**config.mk**
```make
export PLATFORM = sky130hd
export DESIGN_NAME = pprl_top
export DESIGN_NICKNAME = d
export VERILOG_FILES = /design/src/design/pprl_pkg.sv /design/src/design/pprl_sync.sv /design/src/design/pprl_top.sv
export SDC_FILE = /design/constraint.sdc
export NUM_CORES = 1
export LEC_CHECK = 0
export ABC_AREA = 1
export BUFFER_PORTS_ARGS = -buffer_cell sky130_fd_sc_hd__buf_2
export CAP_MARGIN = 20
export CORE_MARGIN = 4
export CORE_UTILIZATION = 54
export DETAILED_ROUTE_END_ITERATION = 8
export PLACE_DENSITY_LB_ADDON = 0.3
export SLEW_MARGIN = 10
export SYNTH_ARGS = -nofsm -noshare
export SYNTH_HDL_FRONTEND = slang
export SYNTH_SLANG_ARGS = --single-unit
```
**constraint.sdc**
```tcl
create_clock -name mclk -period 3.4 [get_ports mclk]
set_clock_uncertainty 0.1 [all_clocks]
set_input_delay 0.34 -clock mclk [delete_from_list [all_inputs] [get_ports mclk]]
set_output_delay 0.34 -clock mclk [all_outputs]
set_load 0.05 [all_outputs]
```
**src/design/pprl_pkg.sv**
```systemverilog
// Package for the printer port register logic: register indices, bit
// positions, reset values, timing constants and the state record.
// Assumes a single 25 MHz clock and an Avalon-MM word-addressed slave.
`default_nettype none

package pprl_pkg;

  // ----------------------------------------------------------------
  // Register indices (word addresses on the bus)
  // ----------------------------------------------------------------
  localparam logic [2:0] PPRL_IDX_DATA = 3'h0;
  localparam logic [2:0] PPRL_IDX_STATUS = 3'h1;
  localparam logic [2:0] PPRL_IDX_CONTROL = 3'h2;
  localparam logic [2:0] PPRL_IDX_MODE = 3'h4;

  // ----------------------------------------------------------------
  // Field positions
  // ----------------------------------------------------------------
  localparam int PPRL_CTL_STROBE = 0;
  localparam int PPRL_CTL_FEED = 1;
  localparam int PPRL_CTL_INIT = 2;
  localparam int PPRL_CTL_SELIN = 3;
  localparam int PPRL_CTL_IRQEN = 4;
  localparam int PPRL_CTL_DIR = 5;
  localparam int PPRL_MODE_ENH = 0;
  localparam int PPRL_MODE_ECP = 2;
  localparam int PPRL_MODE_LINESEL = 3;
  localparam int PPRL_MODE_IRQSTAT = 4;
  localparam int PPRL_MODE_EXT = 7;

  // ----------------------------------------------------------------
  // Timing
  // ----------------------------------------------------------------
  localparam int PPRL_MCLK_NS = 40;
  localparam int PPRL_TIMEOUT_NS = 10000;
  // Least time, so round up
  localparam int PPRL_TIMEOUT_CYCLES = (PPRL_TIMEOUT_NS + PPRL_MCLK_NS - 1) / PPRL_MCLK_NS;
  localparam logic [7:0] PPRL_TIMEOUT_LAST = 8'(PPRL_TIMEOUT_CYCLES - 1);
  localparam logic [7:0] PPRL_TIMEOUT_DONE = 8'(PPRL_TIMEOUT_CYCLES);

  // ----------------------------------------------------------------
  // State record
  // ----------------------------------------------------------------
  typedef struct packed {
    logic [7:0] dataLatch;
    logic strobeBit;
    logic feedBit;
    logic initBit;
    logic selInBit;
    logic ackIrqEnable;
    logic directionBit;
    logic enhEnable;
    logic ecpEnable;
    logic irqStatusCfg;
    logic irqLineSelect;
    logic modeExtension;
    logic pinDrive;
    logic timeoutFlag;
    logic irqStatus;
    logic [7:0] timeoutCount;
    logic ackPrev;
    logic waitReq;
    logic [7:0] readByte;
    logic [7:0] dataOut;
    logic dataOe;
    logic strobeN;
    logic feedN;
    logic selInN;
    logic initN;
    logic [1:0] irqLines;
    logic [1:0] irqOe;
  } pprl_state_t;

  localparam pprl_state_t PPRL_STATE_RESET = '{
    dataLatch: 8'h00, strobeBit: 1'b0, feedBit: 1'b0, initBit: 1'b0, selInBit: 1'b0,
    ackIrqEnable: 1'b0, directionBit: 1'b0, enhEnable: 1'b0, ecpEnable: 1'b0,
    irqStatusCfg: 1'b0, irqLineSelect: 1'b0, modeExtension: 1'b0, pinDrive: 1'b0,
    timeoutFlag: 1'b0, irqStatus: 1'b1, timeoutCount: 8'h00, ackPrev: 1'b1,
    waitReq: 1'b1, readByte: 8'h00, dataOut: 8'h00, dataOe: 1'b1, strobeN: 1'b1,
    feedN: 1'b1, selInN: 1'b1, initN: 1'b0, irqLines: 2'h0, irqOe: 2'h0};

endpackage : pprl_pkg

`default_nettype wire

```
**src/design/pprl_sync.sv**
```systemverilog
// Two-stage synchroniser for a bundle of cable inputs.
// Assumes each bit is an independent level; no word coherence is given.
`default_nettype none

module pprl_sync #(
  parameter int WIDTH = 13
) (
  input wire logic mclk,
  input wire logic rst_n,
  input wire logic [WIDTH-1:0] asyncIn,
  output logic [WIDTH-1:0] syncOut
);
  typedef struct packed {
    logic [WIDTH-1:0] firstStage;
    logic [WIDTH-1:0] secondStage;
  } pprl_sync_state_t;

  pprl_sync_state_t s;
  pprl_sync_state_t next_s;

  always_comb begin
    next_s.firstStage = asyncIn;
    next_s.secondStage = s.firstStage;
  end

  always_ff @(posedge mclk) begin
    if (!rst_n) begin
      s <= '0;
    end else begin
      s <= next_s;
    end
  end

  assign syncOut = s.secondStage;

endmodule : pprl_sync

`default_nettype wire

```
**src/design/pprl_top.sv**
```systemverilog
// Printer port register logic: data, status and control registers plus a
// mode register, reached over Avalon-MM, driving a parallel printer cable.
// Assumes cable inputs are asynchronous and eppCycleBusy comes from mclk logic.
//
// What this block does
// - Compatible mode: a data write drives the byte onto the cable lines.
// - Compatible mode: data reads return the output latch, not the lines.
// - Extended mode, direction 0: latch drives lines, reads return the latch.
// - Extended mode, direction 1: writes only latch, reads return sampled lines.
// - Reset clears the data latch to zero.
// - Status is read-only; writing it changes nothing.
// - Enhanced mode: status bit 0 sets after a transfer stalls 10 us.
// - Reading status clears the timeout bit.
// - Turning enhanced mode on clears the timeout bit.
// - Outside enhanced mode the timeout bit reads 1.
// - Status bit 1 always reads 1.
// - Status bit 2 reads 1 in compatible mode without enhanced/ECP, or in enhanced/ECP mode with interrupt-status off.
// - Extended mode with ack interrupt on: ack rising latches bit 2 low.
// - Reading status sets the latched interrupt status back to 1.
// - Status bits 3..6 show error, select, paper-out, ack directly.
// - Status bit 7 is the inverse of the busy line.
// - Control bits 0, 1, 3 drive strobe, feed, select-in inverted.
// - Control bit 2 drives printer-initialise with same polarity.
// - Interrupt floats when bit 4 is 0, else behaves per mode.
// - Control bit 5 is direction; reads back only in enhanced mode, else 1.
// - Control bits 6 and 7 always read 1.
`default_nettype none

module pprl_top
  import pprl_pkg::*;
(
  input wire logic mclk,
  input wire logic rst_n,
  input wire logic [2:0] avs_address,
  input wire logic avs_read,
  input wire logic avs_write,
  input wire logic [31:0] avs_writedata,
  input wire logic [3:0] avs_byteenable,
  output logic [31:0] avs_readdata,
  output logic avs_waitrequest,
  input wire logic [7:0] cableDataIn,
  output logic [7:0] cableDataOut,
  output logic cableDataOe,
  output logic cableStrobeN,
  output logic cableStrobeOe,
  output logic autoLineFeedN,
  output logic autoLineFeedOe,
  output logic selectInOutN,
  output logic selectInOutOe,
  output logic printerInitN,
  input wire logic ackN,
  input wire logic busyIn,
  input wire logic paperOutIn,
  input wire logic printerSelectedIn,
  input wire logic errorN,
  input wire logic eppCycleBusy,
  output logic [1:0] portInterruptLines,
  output logic [1:0] portInterruptOe
);

  // ----------------------------------------------------------------
  // Address decode
  // ----------------------------------------------------------------
  function automatic logic hitsReg(input logic [2:0] addr, input logic [2:0] idx);
    hitsReg = (addr == idx);
  endfunction : hitsReg

  pprl_state_t s;
  pprl_state_t next_s;

  logic [12:0] syncBits;
  logic [7:0] dataSync;
  logic ackSync;
  logic busySync;
  logic paperSync;
  logic selectSync;
  logic errorSync;

  // ----------------------------------------------------------------
  // Cable input synchronisers
  // ----------------------------------------------------------------
  pprl_sync #(
    .WIDTH(13)
  ) u_sync (
    .mclk(mclk),
    .rst_n(rst_n),
    .asyncIn({cableDataIn, ~ackN, busyIn, paperOutIn, printerSelectedIn, errorN}),
    .syncOut(syncBits)
  );

  assign dataSync = syncBits[12:5];
  // Ack enters inverted so a cleared synchroniser reads idle-high: no false edge after reset
  assign ackSync = ~syncBits[4];
  assign busySync = syncBits[3];
  assign paperSync = syncBits[2];
  assign selectSync = syncBits[1];
  assign errorSync = syncBits[0];

  logic busReq;
  logic busCommit;
  logic wrCommit;
  logic statusRead;
  logic ackRise;
  logic ackFall;
  logic timeoutHit;
  logic reverseMode;
  logic showIrqStatus;
  logic wrLow;
  logic [7:0] statusByte;
  logic [7:0] controlByte;
  logic [7:0] modeByte;
  logic [7:0] readMux;

  assign busReq = avs_read | avs_write;
  // Request commits at the edge where waitrequest is seen low
  assign busCommit = busReq & ~s.waitReq;
  assign wrCommit = busCommit & avs_write;
  assign wrLow = wrCommit & avs_byteenable[0];
  assign statusRead = busCommit & avs_read & hitsReg(avs_address, PPRL_IDX_STATUS);
  assign ackRise = ackSync & ~s.ackPrev;
  assign ackFall = ~ackSync & s.ackPrev;
  assign reverseMode = s.modeExtension & s.directionBit;
  assign timeoutHit = s.enhEnable & eppCycleBusy & (s.timeoutCount == PPRL_TIMEOUT_LAST);
  // Enhanced/capability modes take the config bit, otherwise extension decides
  assign showIrqStatus = (s.enhEnable | s.ecpEnable) ? s.irqStatusCfg : s.modeExtension;

  // ----------------------------------------------------------------
  // Read values
  // ----------------------------------------------------------------
  always_comb begin
    // timeout bit reads 1 outside enhanced mode
    statusByte[0] = s.enhEnable ? s.timeoutFlag : 1'b1;
    statusByte[1] = 1'b1;
    // fixed 1 unless interrupt status is shown
    statusByte[2] = showIrqStatus ? s.irqStatus : 1'b1;
    statusByte[3] = errorSync;
    statusByte[4] = selectSync;
    statusByte[5] = paperSync;
    statusByte[6] = ackSync;
    statusByte[7] = ~busySync;
    // direction reads back only in enhanced mode
    controlByte = {2'b11, (s.enhEnable ? s.directionBit : 1'b1), s.ackIrqEnable,
                   s.selInBit, s.initBit, s.feedBit, s.strobeBit};
    modeByte = 8'h00;
    modeByte[PPRL_MODE_ENH] = s.enhEnable;
    modeByte[PPRL_MODE_ECP] = s.ecpEnable;
    modeByte[PPRL_MODE_LINESEL] = s.irqLineSelect;
    modeByte[PPRL_MODE_IRQSTAT] = s.irqStatusCfg;
    modeByte[PPRL_MODE_EXT] = s.modeExtension;
    case (avs_address)
      PPRL_IDX_DATA: readMux = reverseMode ? dataSync : s.dataLatch;
      PPRL_IDX_STATUS: readMux = statusByte;
      PPRL_IDX_CONTROL: readMux = controlByte;
      PPRL_IDX_MODE: readMux = modeByte;
      default: readMux = 8'h00;
    endcase
  end

  // ----------------------------------------------------------------
  // Next state
  // ----------------------------------------------------------------
  always_comb begin
    next_s = s;
    next_s.ackPrev = ackSync;
    // One wait cycle, then the answer; unmapped reads give zero
    next_s.waitReq = ~(busReq & s.waitReq);
    if (busReq & s.waitReq) begin
      next_s.readByte = avs_read ? readMux : 8'h00;
    end

    if (wrLow) begin
      case (avs_address)
        // a data write always lands in the latch
        PPRL_IDX_DATA: next_s.dataLatch = avs_writedata[7:0];
        PPRL_IDX_CONTROL: begin
          next_s.strobeBit = avs_writedata[PPRL_CTL_STROBE];
          next_s.feedBit = avs_writedata[PPRL_CTL_FEED];
          next_s.initBit = avs_writedata[PPRL_CTL_INIT];
          next_s.selInBit = avs_writedata[PPRL_CTL_SELIN];
          next_s.ackIrqEnable = avs_writedata[PPRL_CTL_IRQEN];
          next_s.directionBit = avs_writedata[PPRL_CTL_DIR];
          next_s.pinDrive = 1'b1;
        end
        PPRL_IDX_MODE: begin
          next_s.enhEnable = avs_writedata[PPRL_MODE_ENH];
          next_s.ecpEnable = avs_writedata[PPRL_MODE_ECP];
          next_s.irqLineSelect = avs_writedata[PPRL_MODE_LINESEL];
          next_s.irqStatusCfg = avs_writedata[PPRL_MODE_IRQSTAT];
          next_s.modeExtension = avs_writedata[PPRL_MODE_EXT];
          // enabling enhanced mode clears a stale timeout
          if (!s.enhEnable && avs_writedata[PPRL_MODE_ENH]) begin
            next_s.timeoutFlag = 1'b0;
          end
        end
        // status and unmapped writes fall through untouched
        default: begin
        end
      endcase
    end

    // status read clears the timeout bit
    if (statusRead) begin
      next_s.timeoutFlag = 1'b0;
      next_s.irqStatus = 1'b1;
    end

    // Saturating stall counter; restarts whenever the engine goes idle
    if (s.enhEnable & eppCycleBusy) begin
      if (s.timeoutCount != PPRL_TIMEOUT_DONE) begin
        next_s.timeoutCount = s.timeoutCount + 8'h01;
      end
    end else begin
      next_s.timeoutCount = 8'h00;
    end
    // event beats a clear in the same cycle
    if (timeoutHit) begin
      next_s.timeoutFlag = 1'b1;
    end
    // ack rising latches status low, winning over a read
    if (s.modeExtension & s.ackIrqEnable & ackRise) begin
      next_s.irqStatus = 1'b0;
    end

    // Pins follow the updated register values
    // compatible mode always drives
    next_s.dataOut = next_s.dataLatch;
    next_s.dataOe = ~(next_s.modeExtension & next_s.directionBit);
    // inverted drive of strobe, feed, select-in
    next_s.strobeN = ~next_s.strobeBit;
    next_s.feedN = ~next_s.feedBit;
    next_s.selInN = ~next_s.selInBit;
    // same polarity, so 0 initialises the printer
    next_s.initN = next_s.initBit;

    // floated when disabled, otherwise per mode
    next_s.irqLines = 2'h0;
    next_s.irqOe = 2'h0;
    if (next_s.ackIrqEnable) begin
      if (s.enhEnable) begin
        next_s.irqLines[next_s.irqLineSelect] = ackFall | timeoutHit;
      end else if (s.modeExtension) begin
        next_s.irqLines[next_s.irqLineSelect] = ~next_s.irqStatus;
      end else begin
        next_s.irqLines[next_s.irqLineSelect] = ackSync;
      end
      next_s.irqOe[next_s.irqLineSelect] = 1'b1;
    end
  end

  always_ff @(posedge mclk) begin
    if (!rst_n) begin
      s <= PPRL_STATE_RESET;
    end else begin
      s <= next_s;
    end
  end

  // Strobe, feed and select-in stay released until software sets control
  assign avs_readdata = {24'h000000, s.readByte};
  assign avs_waitrequest = s.waitReq;
  assign cableDataOut = s.dataOut;
  assign cableDataOe = s.dataOe;
  assign cableStrobeN = s.strobeN;
  assign cableStrobeOe = s.pinDrive;
  assign autoLineFeedN = s.feedN;
  assign autoLineFeedOe = s.pinDrive;
  assign selectInOutN = s.selInN;
  assign selectInOutOe = s.pinDrive;
  assign printerInitN = s.initN;
  assign portInterruptLines = s.irqLines;
  assign portInterruptOe = s.irqOe;
endmodule : pprl_top

`default_nettype wire

```
==> results <==
- Summed over all instances, the cell type with the most area after synthesis is dfxtp_1.
- The fraction of layout instances using a drive strength above 1 is 20.9%.
- Once placement finished, the instance area stood at 3430 µm².
- The synthesis-to-layout area growth is 6.60%.
- The max-slew violation count is 0.
- The depth of the most critical reg-to-reg path is 7.
- The number of failing hold endpoints at the final stage is 0.
- The die height is 87.1 µm.
- The clock period minus final worst setup slack is 1.67 ns.
- The maximum clock insertion buffer count is 2.
- Cells fill 60.1% of the core in the end.
- The most used flip-flop cell after synthesis is dfxtp_1.
- The cell count after synthesis came out at 444.
- The fraction of registers with async set or reset after synthesis is 0%.
- The slew at the pin with the worst max-slew slack is 0.566 ns.
- The TritonCTS sink count is 74.
- 110 I/O pins were placed.
- The finished layout cell area is 3600 µm².
- The pin count of the biggest net entering global routing is 47.
- In this run, synthesis inferred 0 flip-flops with an integrated enable.
- Gates resized during post-CTS repair numbered 0.
- The number of cells on the worst hold path is 2.
- The total of buffers placed on input and output ports is 58.
- The number of CTS-inserted buffers is 9.
- The floorplan step defined a die boundary enclosing 7580 µm².
- VDD sags by at most 0.235 mV.
- The number of buffers inserted by hold repair at cts is 0.
- Data arrives at the worst endpoint at 1.76 ns.
- The tool flagged a number of max-cap violations equal to 0.
- The run finished with clean final reports.
- The number of nets still failing antenna checks after routing is 0.
- The count of warnings emitted by yosys is 0.
- The buffer type at the clock tree root is clkbuf_8.
- Power spread over the standard cell area amounts to 454 nW/µm².
- The mapped netlist covers 3380 µm².
- Dividing the detail-routed via count by the number of cells gives 4.60.
- The standby leakage power is 1.84 nW.
- The number of cell rows is 28.
- The relative slew slack is 62.2%.
- 0 antenna diodes ended up in the layout.
- The die is 87.1 µm wide.
- The H-tree generated during clock tree synthesis spans 3 levels.
- The worst hold-check path type is primary input to register.
- Counting flops and latches in the post-synthesis netlist gives 74.
- The worst setup path is launched from a register.
- The HPWL reported at the end of detailed placement is 4.87 mm.
- The first global-routing pass estimated 10.7 mm of wire.
- The core area is 5990 µm².
- For the final routed database, the setup TNS stands at 0 ns.
- After clock tree synthesis, the setup repair step added 0 buffers.
- The number of design-rule violations left by the first detailed-router iteration is 90.
- By count the netlist is led by nand2_1 (99), dfxtp_1 (74), inv_1 (58), buf_4 (47), nor2_1 (33).
- The per-instance average area after synthesis is 7.60 µm².
- The clock tree from TritonCTS is done.
- Across every metal layer, demand over resource in global routing totals 18.2%.
- For this block, the routed nets add up to 6.39 mm of wire.
- The routed layout has 2572 vias.
- By startpoint and endpoint, the worst setup path is classified as register to register.
- In the routed design, unresolved DRC markers number 0.
- Ranked by total cell area, the synthesized netlist is headed by dfxtp_1 (44%), nand2_1 (11%), buf_4 (10%).
- After detailed routing, the average wire length per cell comes to 11.4 µm.
- The initial antenna violation count is 0.
- The count of different cell masters after synthesis is 38.
- The number of detailed-route iterations in the first pass is 5.
- The share of Yosys cell area claimed by the top area cell type is 43.9%.
- The final layout contains 539 nets.
- For this run the aggregate overflow at the end of global routing stands at 0.
- The final cycle utilization of the critical path is 49.1%.
- The congestion estimate from routability-driven global placement came to 0.853.
- STA puts the critical path data required time at 3.49 ns.
- The largest fanout on the critical path is 11.
- The most common cell in the synthesized netlist is nand2_1.
- Setup repair after global routing left no endpoint under its margin.
- The clock slew at the register clock pins of the worst setup and hold paths is 0.07 ns.
- The via count of the first global-routing pass is 2396.
- For this configuration, the core starts out at a cell density of 56.3%.
- The critical path endpoint category is a register.
- The clock insertion delay at the later pin of the skew report is 0.34 ns.
- The highest clock frequency the design can meet is 599 MHz.
- Summing the sequential cell areas from Yosys gives 43.9% of the chip area.
- Setup violations remaining at the end of the flow were counted as 0.
## cell families (layout without fill, tap and decap cells)
kind of cell / after synthesis / count (layout) / synth area share [%]
compound gates: 57 / 57 / 9.04
fa+ha+maj: 3 / 3 / 1.11
buf+inv: 123 / 140 / 19.7
flops: 74 / 74 / 43.9
other cells: 1 / 24 / 0.111
simple gates: 186 / 186 / 26.2
## critical path, stage by stage (launching register included)
cell and delay [ns]:
dfxtp_1 0.57, nand2_1 0.30, nand2_1 0.12, nand2_1 0.06, nand2_1 0.05, nand2_1 0.07, o21ai_1 0.17, a21oi_1 0.08
## per-stage QoR
stage / power [mW] / setup slack, ns / instances / hold slack (ns)
after floorplan: 1.07 / 1.82 / 467 / 0.284
after global placement: 1.07 / 1.57 / 543 / 0.293
after detailed placement: 1.08 / 1.54 / 543 / 0.295
after CTS: 1.65 / 1.71 / 559 / 0.0561
after global routing: 1.71 / 1.52 / 559 / 0.0668
final: 1.63 / 1.73 / 559 / 0.0719
## where the power goes
group / leakage [nW] / switching [mW] / internal (mW)
Combinational: 1.15 / 0.130 / 0.0330
Sequential: 0.603 / 0.00741 / 0.886
Clock: 0.0807 / 0.292 / 0.285
Total: 1.84 / 0.430 / 1.20
## cell type report
cell class	count	area, µm²
repair buffers	59	298
flip-flops and latches	74	1480
fillers	583	2390
clock inverters	2	12.5
clock buffers	14	153
inverters	65	244
multi-input cells	270	1320
well taps	75	93.8
## registers in the layout (all words and copies together) (netlist names), 2 cells and up
| signal | cells |
|---|---|
| avs_readdata | 8 |
| portInterruptOe | 2 |
| controlByte | 4 |
| u_sync.syncOut | 13 |
| cableDataOut | 8 |
| portInterruptLines | 2 |
| u_sync.next_s | 13 |
| s | 12 |
| modeByte | 5 |
## layer usage
metal | global-route usage [%] | share of wire [%] | vias up
li1 | - | - | 1369
met1 | 21.7 | 44 | 1128
met2 | 31.2 | 48 | 66
met3 | 3.88 | 5.6 | 9
met4 | 8.50 | 1.8 | 0
met5 | 0 | 0 | -
## worst paths after layout
kind / start / to / slack, ns
max: modeByte[7] / avs_readdata[3] / 1.73
min: ackN / u_sync.next_s[4] / 0.07
max reg2reg: modeByte[7] / avs_readdata[3] / 1.73
min reg2reg: u_sync.next_s[3] / u_sync.syncOut[3] / 0.31
## cells in the final DEF (no fill, tap or decap)
master,n
clkbuf_1,4
a221oi_1,1
or2_2,1
clkinvlp_4,1
and2_1,1
nor3b_1,2
nor3_1,1
buf_4,1
inv_1,58
inv_2,7
nand3b_1,1
nand4_2,1
nand2_4,2
o21ai_1,8
o21bai_1,1
or2_0,1
nand2_1,99
nand4_1,3
ha_1,3
nand2_2,3
or2_4,1
nor2_4,5
nor3_2,3
o21ai_0,15
o21ai_2,3
nor3_4,1
nand3_1,23
o211ai_1,1
nor2_1,33
clkbuf_8,10
conb_1,24
or2_1,1
nand3_4,1
nor2_2,2
buf_2,58
a21oi_1,28
and3_1,1
dfxtp_1,74
clkinv_2,1
Note: power is estimated with default switching activity, not from simulation.
